## config.mk

```make
export PLATFORM = sky130hd
export DESIGN_NAME = pst_phase_stepper
export DESIGN_NICKNAME = d
export VERILOG_FILES = /design/src/hw/pst_pkg.sv /design/src/hw/pst_phase_stepper.sv
export SDC_FILE = /design/constraint.sdc
export NUM_CORES = 1
export LEC_CHECK = 0
export BUFFER_PORTS_ARGS = -buffer_cell sky130_fd_sc_hd__buf_2
export CORE_ASPECT_RATIO = 1.75
export CORE_MARGIN = 3
export CORE_UTILIZATION = 35
export DETAILED_ROUTE_END_ITERATION = 16
export GPL_ROUTABILITY_DRIVEN = 0
export PLACE_DENSITY_LB_ADDON = 0.12
export SLEW_MARGIN = 30
export SYNTH_ARGS = -nofsm -noshare
export SYNTH_HDL_FRONTEND = slang
export SYNTH_SLANG_ARGS = --single-unit
```

## constraint.sdc

```tcl
create_clock -name clk_sys -period 10.9 [get_ports clk_sys]
set_input_delay 2.18 -clock clk_sys [delete_from_list [all_inputs] [get_ports clk_sys]]
set_output_delay 2.18 -clock clk_sys [all_outputs]
set_load 0.03 [all_outputs]
```

## src/hw/pst_pkg.sv

```systemverilog
// Purpose: constants and carrier types for the phase stepper oscillator
// Assumes: 8-bit register port with 12-bit byte addresses
// Notes:   offsets are byte addresses on the plain register port
package pst_pkg;
   localparam int unsigned PST_AW     = 12;
   localparam int unsigned PST_DW     = 8;
   localparam int unsigned PST_SUM_W  = 20;
   localparam int unsigned PST_NSRC   = 14;
   localparam int unsigned PST_CNT_W  = 8;

   localparam logic [11:0] PST_ADDR_SUM_LOW   = 12'h58C;
   localparam logic [11:0] PST_ADDR_SUM_HIGH  = 12'h58D;
   localparam logic [11:0] PST_ADDR_SUM_UPPER = 12'h58E;
   localparam logic [11:0] PST_ADDR_STEP_LOW  = 12'h58F;
   localparam logic [11:0] PST_ADDR_STEP_HIGH = 12'h590;
   localparam logic [11:0] PST_ADDR_STEP_UPPER= 12'h591;
   localparam logic [11:0] PST_ADDR_CONTROL   = 12'h592;
   localparam logic [11:0] PST_ADDR_CLOCK     = 12'h593;
   localparam logic [11:0] PST_ADDR_FLAG      = 12'h594;

   localparam int unsigned PST_CON_EN   = 7;
   localparam int unsigned PST_CON_OUT  = 5;
   localparam int unsigned PST_CON_POL  = 4;
   localparam int unsigned PST_CON_PFM  = 0;
   localparam int unsigned PST_CLK_PWS_LO = 5;
   localparam int unsigned PST_CLK_CKS_LO = 0;
   localparam int unsigned PST_FLAG_BIT = 0;

   localparam logic [19:0] PST_STEP_RESET = 20'h00001;
   localparam logic [19:0] PST_SUM_RESET  = 20'h00000;
   localparam logic [3:0]  PST_SRC_SYS    = 4'h0;
   localparam logic [3:0]  PST_SRC_RSVD   = 4'hF;
   localparam logic [7:0]  PST_CNT_ONE    = 8'h01;
   localparam logic [7:0]  PST_BYTE_ZERO  = 8'h00;

   typedef struct packed {
      logic [11:0] addr;
      logic [7:0]  wdata;
      logic        wr;
      logic        rd;
   } pst_bus_req_t;

   typedef struct packed {
      logic enable;
      logic invert_select;
      logic pulse_mode_select;
   } pst_ctrl_t;

   typedef struct packed {
      logic [2:0] pulse_width_select;
      logic [3:0] source_select;
   } pst_clksel_t;

   typedef enum logic [0:0] {
      PST_LOAD_IDLE = 1'b0,
      PST_LOAD_WAIT = 1'b1
   } pst_load_state_t;
endpackage

```

## src/hw/pst_phase_stepper.sv

```systemverilog
// Purpose: phase-accumulating frequency generator with byte register port
// Assumes: all inputs synchronous to clk_sys; source clocks are sampled levels
// Notes:   module clock edges are detected on clk_sys, so sources must run
//          well below half of clk_sys
//
// What this block does
// RULE1 - oscillator runs only while enable bit 7 is set
// RULE2 - control bit 5 is read-only and shows the present output level
// RULE3 - invert_select bit 4 inverts the output when set
// RULE4 - pulse mode: output frequency equals the overflow rate
// RULE5 - fixed duty mode: output frequency is half the overflow rate
// RULE6 - pulse width is two to the code module clocks, 1 to 128
// RULE7 - pulse width matters only in pulse mode
// RULE8 - source_select bits 3:0 choose module clock; code 1111 reserved
// RULE9 - accumulator is 20 bits in a 24-bit space, top bits reserved
// RULE10 - accumulator reached as low, high and upper byte registers
// RULE11 - accumulator updates freely; multi-byte reads are not atomic
// RULE12 - software must not write the accumulator while running
// RULE13 - step_value is 20 bits added to accumulator every module clock
// RULE14 - step_value reached as upper, high and low byte registers
// RULE15 - step_shadow loads on module clock falling edge after low byte write
// RULE16 - software writes upper and high step bytes before the low byte
// RULE17 - each module clock rise adds step_shadow; carry from bit 19 overflows
// RULE18 - fixed duty mode toggles the output on every overflow
// RULE19 - pulse mode goes active on the clock after overflow for the width
// RULE20 - overflow sets a sticky flag that software clears
// RULE21 - while disabled accumulator holds and output rests inactive
//
// Chosen here: the address-and-strobe port.
`timescale 1ns/10ps
module pst_phase_stepper (
   input  wire logic                        clk_sys,
   input  wire logic                        reset,
   input  wire pst_pkg::pst_bus_req_t       bus_req,
   output logic [7:0]                       rdata,
   input  wire logic [pst_pkg::PST_NSRC-1:0] src_clk,
   output logic                             stepper_out,
   output logic                             overflow_flag
);
   // picks the level of the source named by a code (codes 1..14)
   function automatic logic src_level(input logic [13:0] vec,
                                      input logic [3:0]  code);
      logic res;
      res = 1'b0;
      if (code != pst_pkg::PST_SRC_SYS && code != pst_pkg::PST_SRC_RSVD) begin
         res = vec[code - 4'h1];
      end
      return res;
   endfunction

   function automatic logic [7:0] byte_of(input logic [19:0] w,
                                          input logic [1:0]  idx);
      logic [23:0] wide;
      wide = {4'h0, w};
      return wide[idx*8 +: 8];
   endfunction

   pst_pkg::pst_ctrl_t       ctrl_q;
   pst_pkg::pst_clksel_t     clksel_q;
   pst_pkg::pst_load_state_t load_q;
   logic [19:0]              step_q;
   logic [19:0]              shadow_q;
   logic [19:0]              sum_q;
   logic [13:0]              src_q;
   logic                     toggle_q;
   logic                     arm_q;
   logic [7:0]               pcnt_q;
   logic                     out_q;
   logic                     flag_q;
   logic [7:0]               rdata_q;
   logic                     tick;
   logic                     fall;
   logic                     carry;
   logic [20:0]              sum_wide;
   logic                     raw_out;
   logic [7:0]               width_cnt;
   logic [7:0]               rd_mux;
   logic                     wr_sum_l, wr_sum_h, wr_sum_u;
   logic                     wr_step_l;
   logic [2:0]               wr_step;

   always_comb begin
      wr_sum_l  = bus_req.wr && bus_req.addr == pst_pkg::PST_ADDR_SUM_LOW;
      wr_sum_h  = bus_req.wr && bus_req.addr == pst_pkg::PST_ADDR_SUM_HIGH;
      wr_sum_u  = bus_req.wr && bus_req.addr == pst_pkg::PST_ADDR_SUM_UPPER;
      wr_step[0] = bus_req.wr && bus_req.addr == pst_pkg::PST_ADDR_STEP_LOW;
      wr_step[1] = bus_req.wr && bus_req.addr == pst_pkg::PST_ADDR_STEP_HIGH;
      wr_step[2] = bus_req.wr && bus_req.addr == pst_pkg::PST_ADDR_STEP_UPPER;
      wr_step_l = wr_step[0];
   end

   // module clock edges; the system code runs every clk_sys cycle
   always_ff @(posedge clk_sys or posedge reset) begin
      if (reset) begin
         src_q <= '0;
      end else begin
         src_q <= src_clk;
      end
   end

   always_comb begin
      if (clksel_q.source_select == pst_pkg::PST_SRC_SYS) begin
         tick = 1'b1;
         fall = 1'b1;
      end else begin
         // reserved code yields no edges at all  // see RULE8
         tick = src_level(src_clk, clksel_q.source_select) &
                ~src_level(src_q, clksel_q.source_select);
         fall = ~src_level(src_clk, clksel_q.source_select) &
                src_level(src_q, clksel_q.source_select);
      end
   end

   always_ff @(posedge clk_sys or posedge reset) begin
      if (reset) begin
         ctrl_q <= '0;
      end else if (bus_req.wr && bus_req.addr == pst_pkg::PST_ADDR_CONTROL) begin
         ctrl_q.enable            <= bus_req.wdata[pst_pkg::PST_CON_EN];  // see RULE1
         ctrl_q.invert_select     <= bus_req.wdata[pst_pkg::PST_CON_POL];
         ctrl_q.pulse_mode_select <= bus_req.wdata[pst_pkg::PST_CON_PFM];
      end
   end

   always_ff @(posedge clk_sys or posedge reset) begin
      if (reset) begin
         clksel_q <= '0;
      end else if (bus_req.wr && bus_req.addr == pst_pkg::PST_ADDR_CLOCK) begin
         clksel_q.pulse_width_select <= bus_req.wdata[pst_pkg::PST_CLK_PWS_LO +: 3];
         clksel_q.source_select      <= bus_req.wdata[pst_pkg::PST_CLK_CKS_LO +: 4];
      end
   end

   // step byte lanes; upper lane keeps only bits 19:16  // see RULE14
   genvar gi;
   generate
      for (gi = 0; gi < 3; gi++) begin : g_step_lane
         localparam int unsigned LW = (gi == 2) ? 4 : 8;
         always_ff @(posedge clk_sys or posedge reset) begin
            if (reset) begin
               step_q[gi*8 +: LW] <= pst_pkg::PST_STEP_RESET[gi*8 +: LW];
            end else if (wr_step[gi]) begin
               step_q[gi*8 +: LW] <= bus_req.wdata[LW-1:0];
            end
         end
      end
   endgenerate

   // shadow load waits for a falling module edge while running,
   // and is taken at once while stopped
   always_ff @(posedge clk_sys or posedge reset) begin
      if (reset) begin
         load_q   <= pst_pkg::PST_LOAD_IDLE;
         shadow_q <= pst_pkg::PST_STEP_RESET;
      end else begin
         case (load_q)
            pst_pkg::PST_LOAD_IDLE: begin
               if (wr_step_l) begin
                  load_q <= pst_pkg::PST_LOAD_WAIT;
               end
            end
            pst_pkg::PST_LOAD_WAIT: begin
               if (!ctrl_q.enable || fall) begin
                  shadow_q <= step_q;  // see RULE15
                  load_q   <= wr_step_l ? pst_pkg::PST_LOAD_WAIT
                                        : pst_pkg::PST_LOAD_IDLE;
               end
            end
            default: begin
               load_q <= pst_pkg::PST_LOAD_IDLE;
            end
         endcase
      end
   end

   assign sum_wide = {1'b0, sum_q} + {1'b0, shadow_q};  // see RULE13
   assign carry    = ctrl_q.enable & tick & sum_wide[20];  // see RULE17

   // a software write wins over an addition in the same cycle
   always_ff @(posedge clk_sys or posedge reset) begin
      if (reset) begin
         sum_q <= pst_pkg::PST_SUM_RESET;
      end else if (wr_sum_l | wr_sum_h | wr_sum_u) begin
         if (wr_sum_l) sum_q[7:0]   <= bus_req.wdata;  // see RULE10
         if (wr_sum_h) sum_q[15:8]  <= bus_req.wdata;
         if (wr_sum_u) sum_q[19:16] <= bus_req.wdata[3:0];  // see RULE9
      end else if (ctrl_q.enable && tick) begin
         sum_q <= sum_wide[19:0];  // see RULE11
      end
   end

   assign width_cnt = pst_pkg::PST_CNT_ONE << clksel_q.pulse_width_select;  // see RULE6

   // fixed duty toggle and pulse counter; both cleared while stopped
   always_ff @(posedge clk_sys or posedge reset) begin
      if (reset) begin
         toggle_q <= 1'b0;
         arm_q    <= 1'b0;
         pcnt_q   <= '0;
      end else if (!ctrl_q.enable) begin
         toggle_q <= 1'b0;  // see RULE21
         arm_q    <= 1'b0;
         pcnt_q   <= '0;
      end else if (tick) begin
         if (carry) begin
            toggle_q <= ~toggle_q;  // see RULE18
         end
         arm_q <= carry;
         if (arm_q) begin
            pcnt_q <= width_cnt;  // see RULE19
         end else if (pcnt_q != pst_pkg::PST_BYTE_ZERO) begin
            pcnt_q <= pcnt_q - 8'h01;
         end
      end
   end

   always_comb begin
      if (ctrl_q.pulse_mode_select) begin
         raw_out = pcnt_q != pst_pkg::PST_BYTE_ZERO;  // see RULE4 RULE7
      end else begin
         raw_out = toggle_q;  // see RULE5
      end
   end

   always_ff @(posedge clk_sys or posedge reset) begin
      if (reset) begin
         out_q <= 1'b0;
      end else begin
         out_q <= (ctrl_q.enable & raw_out) ^ ctrl_q.invert_select;  // see RULE3
      end
   end

   // set beats a clear in the same cycle
   always_ff @(posedge clk_sys or posedge reset) begin
      if (reset) begin
         flag_q <= 1'b0;
      end else if (carry) begin
         flag_q <= 1'b1;  // see RULE20
      end else if (bus_req.wr && bus_req.addr == pst_pkg::PST_ADDR_FLAG &&
                   bus_req.wdata[pst_pkg::PST_FLAG_BIT]) begin
         flag_q <= 1'b0;
      end
   end

   always_comb begin
      rd_mux = pst_pkg::PST_BYTE_ZERO;
      case (bus_req.addr)
         pst_pkg::PST_ADDR_SUM_LOW:    rd_mux = byte_of(sum_q, 2'd0);
         pst_pkg::PST_ADDR_SUM_HIGH:   rd_mux = byte_of(sum_q, 2'd1);
         pst_pkg::PST_ADDR_SUM_UPPER:  rd_mux = byte_of(sum_q, 2'd2);
         pst_pkg::PST_ADDR_STEP_LOW:   rd_mux = byte_of(step_q, 2'd0);
         pst_pkg::PST_ADDR_STEP_HIGH:  rd_mux = byte_of(step_q, 2'd1);
         pst_pkg::PST_ADDR_STEP_UPPER: rd_mux = byte_of(step_q, 2'd2);
         pst_pkg::PST_ADDR_CONTROL: begin
            rd_mux[pst_pkg::PST_CON_EN]  = ctrl_q.enable;
            rd_mux[pst_pkg::PST_CON_OUT] = out_q;  // see RULE2
            rd_mux[pst_pkg::PST_CON_POL] = ctrl_q.invert_select;
            rd_mux[pst_pkg::PST_CON_PFM] = ctrl_q.pulse_mode_select;
         end
         pst_pkg::PST_ADDR_CLOCK: begin
            rd_mux[pst_pkg::PST_CLK_PWS_LO +: 3] = clksel_q.pulse_width_select;
            rd_mux[pst_pkg::PST_CLK_CKS_LO +: 4] = clksel_q.source_select;
         end
         pst_pkg::PST_ADDR_FLAG: rd_mux[pst_pkg::PST_FLAG_BIT] = flag_q;
         default: rd_mux = pst_pkg::PST_BYTE_ZERO;
      endcase
   end

   // read data stand only in the cycle after the strobe
   always_ff @(posedge clk_sys or posedge reset) begin
      if (reset) begin
         rdata_q <= '0;
      end else begin
         rdata_q <= bus_req.rd ? rd_mux : pst_pkg::PST_BYTE_ZERO;
      end
   end

   assign rdata         = rdata_q;
   assign stepper_out   = out_q;
   assign overflow_flag = flag_q;

   chk_stop_holds_sum: assert property (  // see RULE21
      @(posedge clk_sys) disable iff (reset)
      (!ctrl_q.enable && !(wr_sum_l | wr_sum_h | wr_sum_u)) |=> $stable(sum_q))
      else $error("accumulator moved while disabled");

   chk_stop_out_rest: assert property (  // see RULE21
      @(posedge clk_sys) disable iff (reset)
      (!ctrl_q.enable && !$past(ctrl_q.enable)) |=> out_q == $past(ctrl_q.invert_select))
      else $error("output not at rest level while disabled");

   chk_level_shown: assert property (  // see RULE2
      @(posedge clk_sys) disable iff (reset)
      (bus_req.rd && bus_req.addr == pst_pkg::PST_ADDR_CONTROL)
      |=> rdata[pst_pkg::PST_CON_OUT] == $past(out_q))
      else $error("level bit does not match output");

   chk_invert_flip: assert property (  // see RULE3
      @(posedge clk_sys) disable iff (reset)
      ($changed(ctrl_q.invert_select) && $stable(ctrl_q.enable) && $stable(raw_out))
      |=> $changed(out_q))
      else $error("polarity change did not flip output");

   chk_sum_adds: assert property (  // see RULE17
      @(posedge clk_sys) disable iff (reset)
      (ctrl_q.enable && tick && !(wr_sum_l | wr_sum_h | wr_sum_u))
      |=> sum_q == $past(sum_wide[19:0]))
      else $error("accumulator did not add shadow step");

   chk_flag_sets: assert property (  // see RULE20
      @(posedge clk_sys) disable iff (reset)
      carry |=> flag_q ##1 (flag_q || $past(bus_req.wr)))
      else $error("overflow flag not set or lost");

   chk_fdc_toggle: assert property (  // see RULE18
      @(posedge clk_sys) disable iff (reset)
      (carry && !ctrl_q.pulse_mode_select) |=> toggle_q != $past(toggle_q))
      else $error("fixed duty toggle missed");

   chk_pulse_load: assert property (  // see RULE19
      @(posedge clk_sys) disable iff (reset)
      (ctrl_q.enable && tick && arm_q) |=> pcnt_q == $past(width_cnt))
      else $error("pulse width count wrong");

   chk_rsvd_no_tick: assert property (  // see RULE8
      @(posedge clk_sys) disable iff (reset)
      clksel_q.source_select == pst_pkg::PST_SRC_RSVD |-> !tick && !fall)
      else $error("reserved source produced an edge");

   chk_sum_top_zero: assert property (  // see RULE9
      @(posedge clk_sys) disable iff (reset)
      (bus_req.rd && bus_req.addr == pst_pkg::PST_ADDR_SUM_UPPER)
      |=> rdata[7:4] == 4'h0)
      else $error("reserved accumulator bits read nonzero");

   chk_shadow_stopped: assert property (  // see RULE15
      @(posedge clk_sys) disable iff (reset)
      (wr_step_l && !ctrl_q.enable && !(bus_req.wr &&
       bus_req.addr == pst_pkg::PST_ADDR_CONTROL))
      |=> ##1 shadow_q == $past(step_q))
      else $error("shadow not loaded while stopped");

   // an idle port must read as zero so a stray sample never looks like data
   chk_rdata_idle: assert property (
      @(posedge clk_sys) disable iff (reset)
      !bus_req.rd |=> rdata == pst_pkg::PST_BYTE_ZERO)
      else $error("read data present without a read strobe");

   chk_stop_clears: assert property (  // see RULE21
      @(posedge clk_sys) disable iff (reset)
      !ctrl_q.enable |=> !toggle_q && pcnt_q == pst_pkg::PST_BYTE_ZERO)
      else $error("toggle or pulse count kept while disabled");
endmodule

```

; Word-level counts from Yosys, hierarchy flattened
; Index checks and enable logic that the tools add are counted.
[classes]
addsub = 3
n_lt_le_gt_ge = 1
eq_ne = 16
shift = 1
n_mux = 37
n_bitwise = 12
reduce_logical = 25
[ops]
columns = operator, count
row1 = 12-bit by 11-bit equality test with 1-bit output (second input constant), 9
row2 = 8-bit two-way mux, 7
row3 = 20-bit two-way mux, 2
row4 = 20-bit by 20-bit adder with 21-bit output, 1
row5 = 3-bit one-hot mux with 7 select lines, 1
row6 = 1-bit two-way mux, 18
row7 = 1-bit logical AND, 12
row8 = 1-bit one-hot mux with 6 select lines, 2
row9 = 2-bit AND reduction, 6
row10 = 1-bit one-hot mux with 5 select lines, 2
row11 = 1-bit one-hot mux with 9 select lines, 1
row12 = 1-bit binary-select mux with 4-bit select, 2
row13 = 8-bit nonzero test, 1
row14 = 1-bit by 3-bit left shift with 8-bit output (first input constant), 1
row15 = 8-bit by 1-bit subtractor with 8-bit output (second input constant), 1
row16 = 2-bit inequality test (second input constant), 3
row17 = 1-bit bitwise AND, 5
row18 = 4-bit by 5-bit < comparator with 1-bit output (second input constant), 1
row19 = 4-bit zero test, 1
row20 = 4-bit two-way mux, 1
row21 = 2-bit by 1-bit inequality test with 1-bit output (second input constant), 2
row22 = 4-bit inequality test (second input constant), 1
row23 = 1-bit inverter, 4
row24 = 2-bit nonzero test, 2
row25 = 8 further kinds, 9
[word_totals]
regBits = 105
inputBits = 38
output_inout_bits = 10
word_cells = 115

; Longest topological paths before layout
[depth]
word_depth = 13
depth_mapped = 13
mapped_depth_nobuf = 11

; Worst setup path after synthesis
; No wires, ideal clock.
[synth_path]
path_type = in2reg
start = in bus_req[19] in the netlist's numbering
end = reg sum_q[0]
setup_time_ns = 0.125
arrival_ns = 4.163
required_time_ns = 10.775
setup_slack_ns = 6.612
path_stages = 9
n_path_buf = 2
cell_sequence = nor4bb_1 > nand3_1 > nor3_1 > and3_1 > clkbuf_1 > or3_4 > o31a_1 > buf_6 > mux2_4
[synth_between]
elab_chain_len = 6
elab_cells_between_ends = 12
classes_between = 4 x eq/ne / 1 x mux / 2 x bitwise / 5 x reduce/logical
[synth_rtl]
columns = element, line
row1 = start: declaration, pst_phase_stepper.sv:34  ; input wire pst_pkg::pst_bus_req_t bus_req,
row2 = 12-bit by 11-bit equality test with 1-bit output (on tied branches), "pst_phase_stepper.sv:83, pst_phase_stepper.sv:84"
row3 = 1-bit logical AND (on tied branches), "pst_phase_stepper.sv:83, pst_phase_stepper.sv:84"
row4 = 1-bit OR (2 in a row), pst_phase_stepper.sv:182  ; end else if (wr_sum_l | wr_sum_h | wr_sum_u) begin
row5 = 2-bit inequality test (no source line) / 2-bit nonzero test (equally long branches), n/a
row6 = 2-bit AND reduction (no source line), n/a
row7 = end signal: assignment, pst_phase_stepper.sv:181  ; sum_q <= pst_pkg::PST_SUM_RESET;
row8 = end signal: assignment, pst_phase_stepper.sv:183  ; if (wr_sum_l) sum_q[7:0] <= bus_req.wdata;
row9 = end signal: assignment, pst_phase_stepper.sv:187  ; sum_q <= sum_wide[19:0];
row10 = end: declaration, pst_phase_stepper.sv:63  ; logic [19:0] sum_q;
; Parallel ways exist; a longest one is shown, timed or not.
; A chain may end at the register's enable or synchronous reset.

; Final worst setup path
[layout_path]
start = in bus_req[19] in the netlist's numbering
end = reg sum_q[2]
; Same word-level chain as after synthesis.

==> metrics.yaml <==
worst_setup_path:
  cp-startpoint: "bus_req[19]"
  end_kind: "flop"
  r2r-start: "clksel_q[0]"
  arrival_ps: 5460
  cp.required_ps: 11140
  crit_type: "in2reg"
  critPathMaxFanout: 25
  cp-start-kind: "primary input"
power:
  p_clk_share_pct: 46.6
  ir_drop_uv: 63.5
  powerDensity_mw_per_mm2: 122
  p_switching_mw: 0.176
  swShare_pct: 21.4
  combPwrFrac_pct: 5.3
  power_frac_seq_pct: 48.2
  leakage_nw: 3.22
  p_int_mw: 0.647
finish:
  final_cell_mix: "103 x dfrtp_1, 66 x mux2_2, 47 x buf_2"
  area_growth_pct: 13.3
  final_common_cell: "dfrtp_1"
  final_layout_size_suffix_gt1_share_pct: 27.2
  final_util_pct: 40.8
  antennaDiodeCount: 0
  finalNetCount: 643
floorplanning:
  core-area_mm2: 0.0166
  io_pins: 48
  num_rows: 62
  die-area_mm2: 0.0187
  start_util_pct: 36.0
  dieWidth_um: 105
  die_h_um: 179
grt:
  grt_pass1_vias: 4631
  antenna_found_initial: 0
  grt_overflow: 0
  grtUsageTotal_pct: 17.9
  grt_pass1_wl_mm: 25.7
  grt_max_degree: 82
cts:
  post_cts_resized: 0
  clk_latency_ps: 350
  cts_num_sinks: 105
  htree_levels: 3
  cts_tree: "done"
  clockRootBuffer: "clkbuf_16"
  cts_post_setup_buffers_inserted: 0
  clk_path_buf_depth: 2
  clk_pin_slew_ps: 70
  cts_buffers: 9
  cts_hold_buf: 0
timing:
  maxSlewViolCount: 0
  rsz0062_at_grt: "no"
  setup_viol_count_final: 0
  setup_tns_ps: 0
  worstMarginPinSlew_ps: 875
  maxSlewHeadroom_pct: 41.6
  period_share_pct: 47.9
  fin_hold_ws_ps: 500
  finalCriticalPeriod_ps: 5220
  fmax_mhz: 191
  hold_viol: 0
  fin_ws_ps: 5680
  skew_ps: 9.69
synthesis:
  synth_area_mm2: 0.00598
  ys_seq_area_share_pct: 44.0
  ys_async_sr_fraction_pct: 100
  synth_flop_cell: "dfrtp_1"
  synth_nets: 605
  synth_cell_type_count: 59
  netlist_instances: 542
  yosysWarnings: 0
  synth-seq-cells: 105
  synth-edff-count: 0
  syn-mean-instance-area_um2: 11.0
place:
  io_buffers: 47
  pre_cts_ws_ps: 5260
  dp_hpwl_mm: 12.0
detailed_routing:
  firstDrtPassIters: 6
  viasPerCell: 5.42
  drt_iter0_drc: 158
  routed_wl_mm: 16.1
  antenna_left: 0
  drc: 0
  wl_per_cell_um: 19.9
  routed-via-count: 4386
min_path:
  worstHoldStart: "ctrl_q[1]"
  worst_hold_path_type: "reg2reg"
status:
  status: "complete, no violations"
run:
  maxCapViolations: 0
-- state kept, by name, indices dropped and copies added, names as in the netlist --
register,flops
toggle_q,1
shadow_q,20
pcnt_q,8
overflow_flag,1
sum_q,20
clksel_q,7
stepper_out,1
arm_q,1
src_q,14
rdata,8
step_q,20
ctrl_q,3
load_q,1
-- layout make-up --
| class | count | area [um^2] |
|---|---|---|
| clock buffer | 12 | 256 |
| clock inverter | 4 | 98.8 |
| fill | 1677 | 9830 |
| inverter | 15 | 58.8 |
| multi-input combinational | 401 | 3200 |
| sequential | 105 | 2630 |
| tap | 224 | 280 |
| timing repair buffer | 48 | 246 |
-- synth_stat cells, types with 6 or more instances --
master / instances / share of area [%]
o22ai_1: 7 / 0.73
mux4_2: 10 / 3.8
dfrtp_1: 103 / 43
ha_1: 24 / 5.0
a31oi_1: 14 / 1.5
clkbuf_1: 15 / 0.94
a21o_1: 9 / 1.1
o21a_1: 6 / 0.75
nand2b_1: 12 / 1.3
nand2_1: 40 / 2.5
xnor2_1: 11 / 1.6
a21oi_1: 17 / 1.4
a22oi_1: 7 / 0.88
o21ai_0: 37 / 3.1
nor2_1: 30 / 1.9
inv_1: 15 / 0.94
and2_1: 11 / 1.2
nand3_1: 12 / 1.0
mux2_4: 7 / 1.8
mux2_2: 66 / 12
mux2i_1: 12 / 2.0
nor3_1: 10 / 0.84
-- final timing paths --
path | to | slack, ps | depth (start not counted)
setup reg to reg | sum_q[2] | 7000 | 8
hold / removal | stepper_out | 500 | 1
max in group asynchronous | shadow_q[19] | 8020 | 3
min in group asynchronous | overflow_flag | 1790 | 2
setup / recovery | sum_q[2] | 5680 | 8
hold reg to reg | stepper_out | 500 | 1
-- critical path, cell delays in order --
cell and delay (ps):
buf_2 100, nor4bb_1 270, nand3_1 160, nor3_1 700
and3_1 850, or3_4 270, o31a_1 580, mux2_4 350
-- through the flow --
stage | instances | total power, mW | instance area, um^2
5_1_grt | 809 | 0.854 | 6770
2_1_floorplan | 542 | 0.428 | 5980
3_3_place_gp | 793 | 0.448 | 6400
4_1_cts | 809 | 0.834 | 6770
3_5_place_dp | 793 | 0.449 | 6410
6_report | 809 | 0.824 | 6770
-- metal layers --
metal,global-route usage [%],wire length [um]
met1,19.5,6240
met4,8.54,586
met2,34.4,8950
met5,0,0
met3,1.62,293
-- logic make-up (layout without fill, tap and decap cells) --
family | count (synthesis) | count (layout) | share of synthesized area, %
AO/OA/AOI/OAI | 124 | 124 | 13.6
XOR/XNOR | 15 | 15 | 2.20
multiplexers | 96 | 96 | 20.4
buffers and inverters | 36 | 79 | 2.55
adder cells (fa/ha/maj) | 25 | 25 | 5.36
flip-flops | 105 | 105 | 44.0
AND/OR/NAND/NOR | 141 | 141 | 11.9
-- power groups by stage --
stage	Clock, mW	Combinational, mW	Sequential, mW
after floorplan	0	0.0252	0.403
after global placement	0	0.0433	0.404
after detailed placement	0	0.0441	0.404
after CTS	0.393	0.0442	0.397
after global routing	0.408	0.0489	0.397
final	0.384	0.0433	0.397
Power figures use the tool's default switching activity.
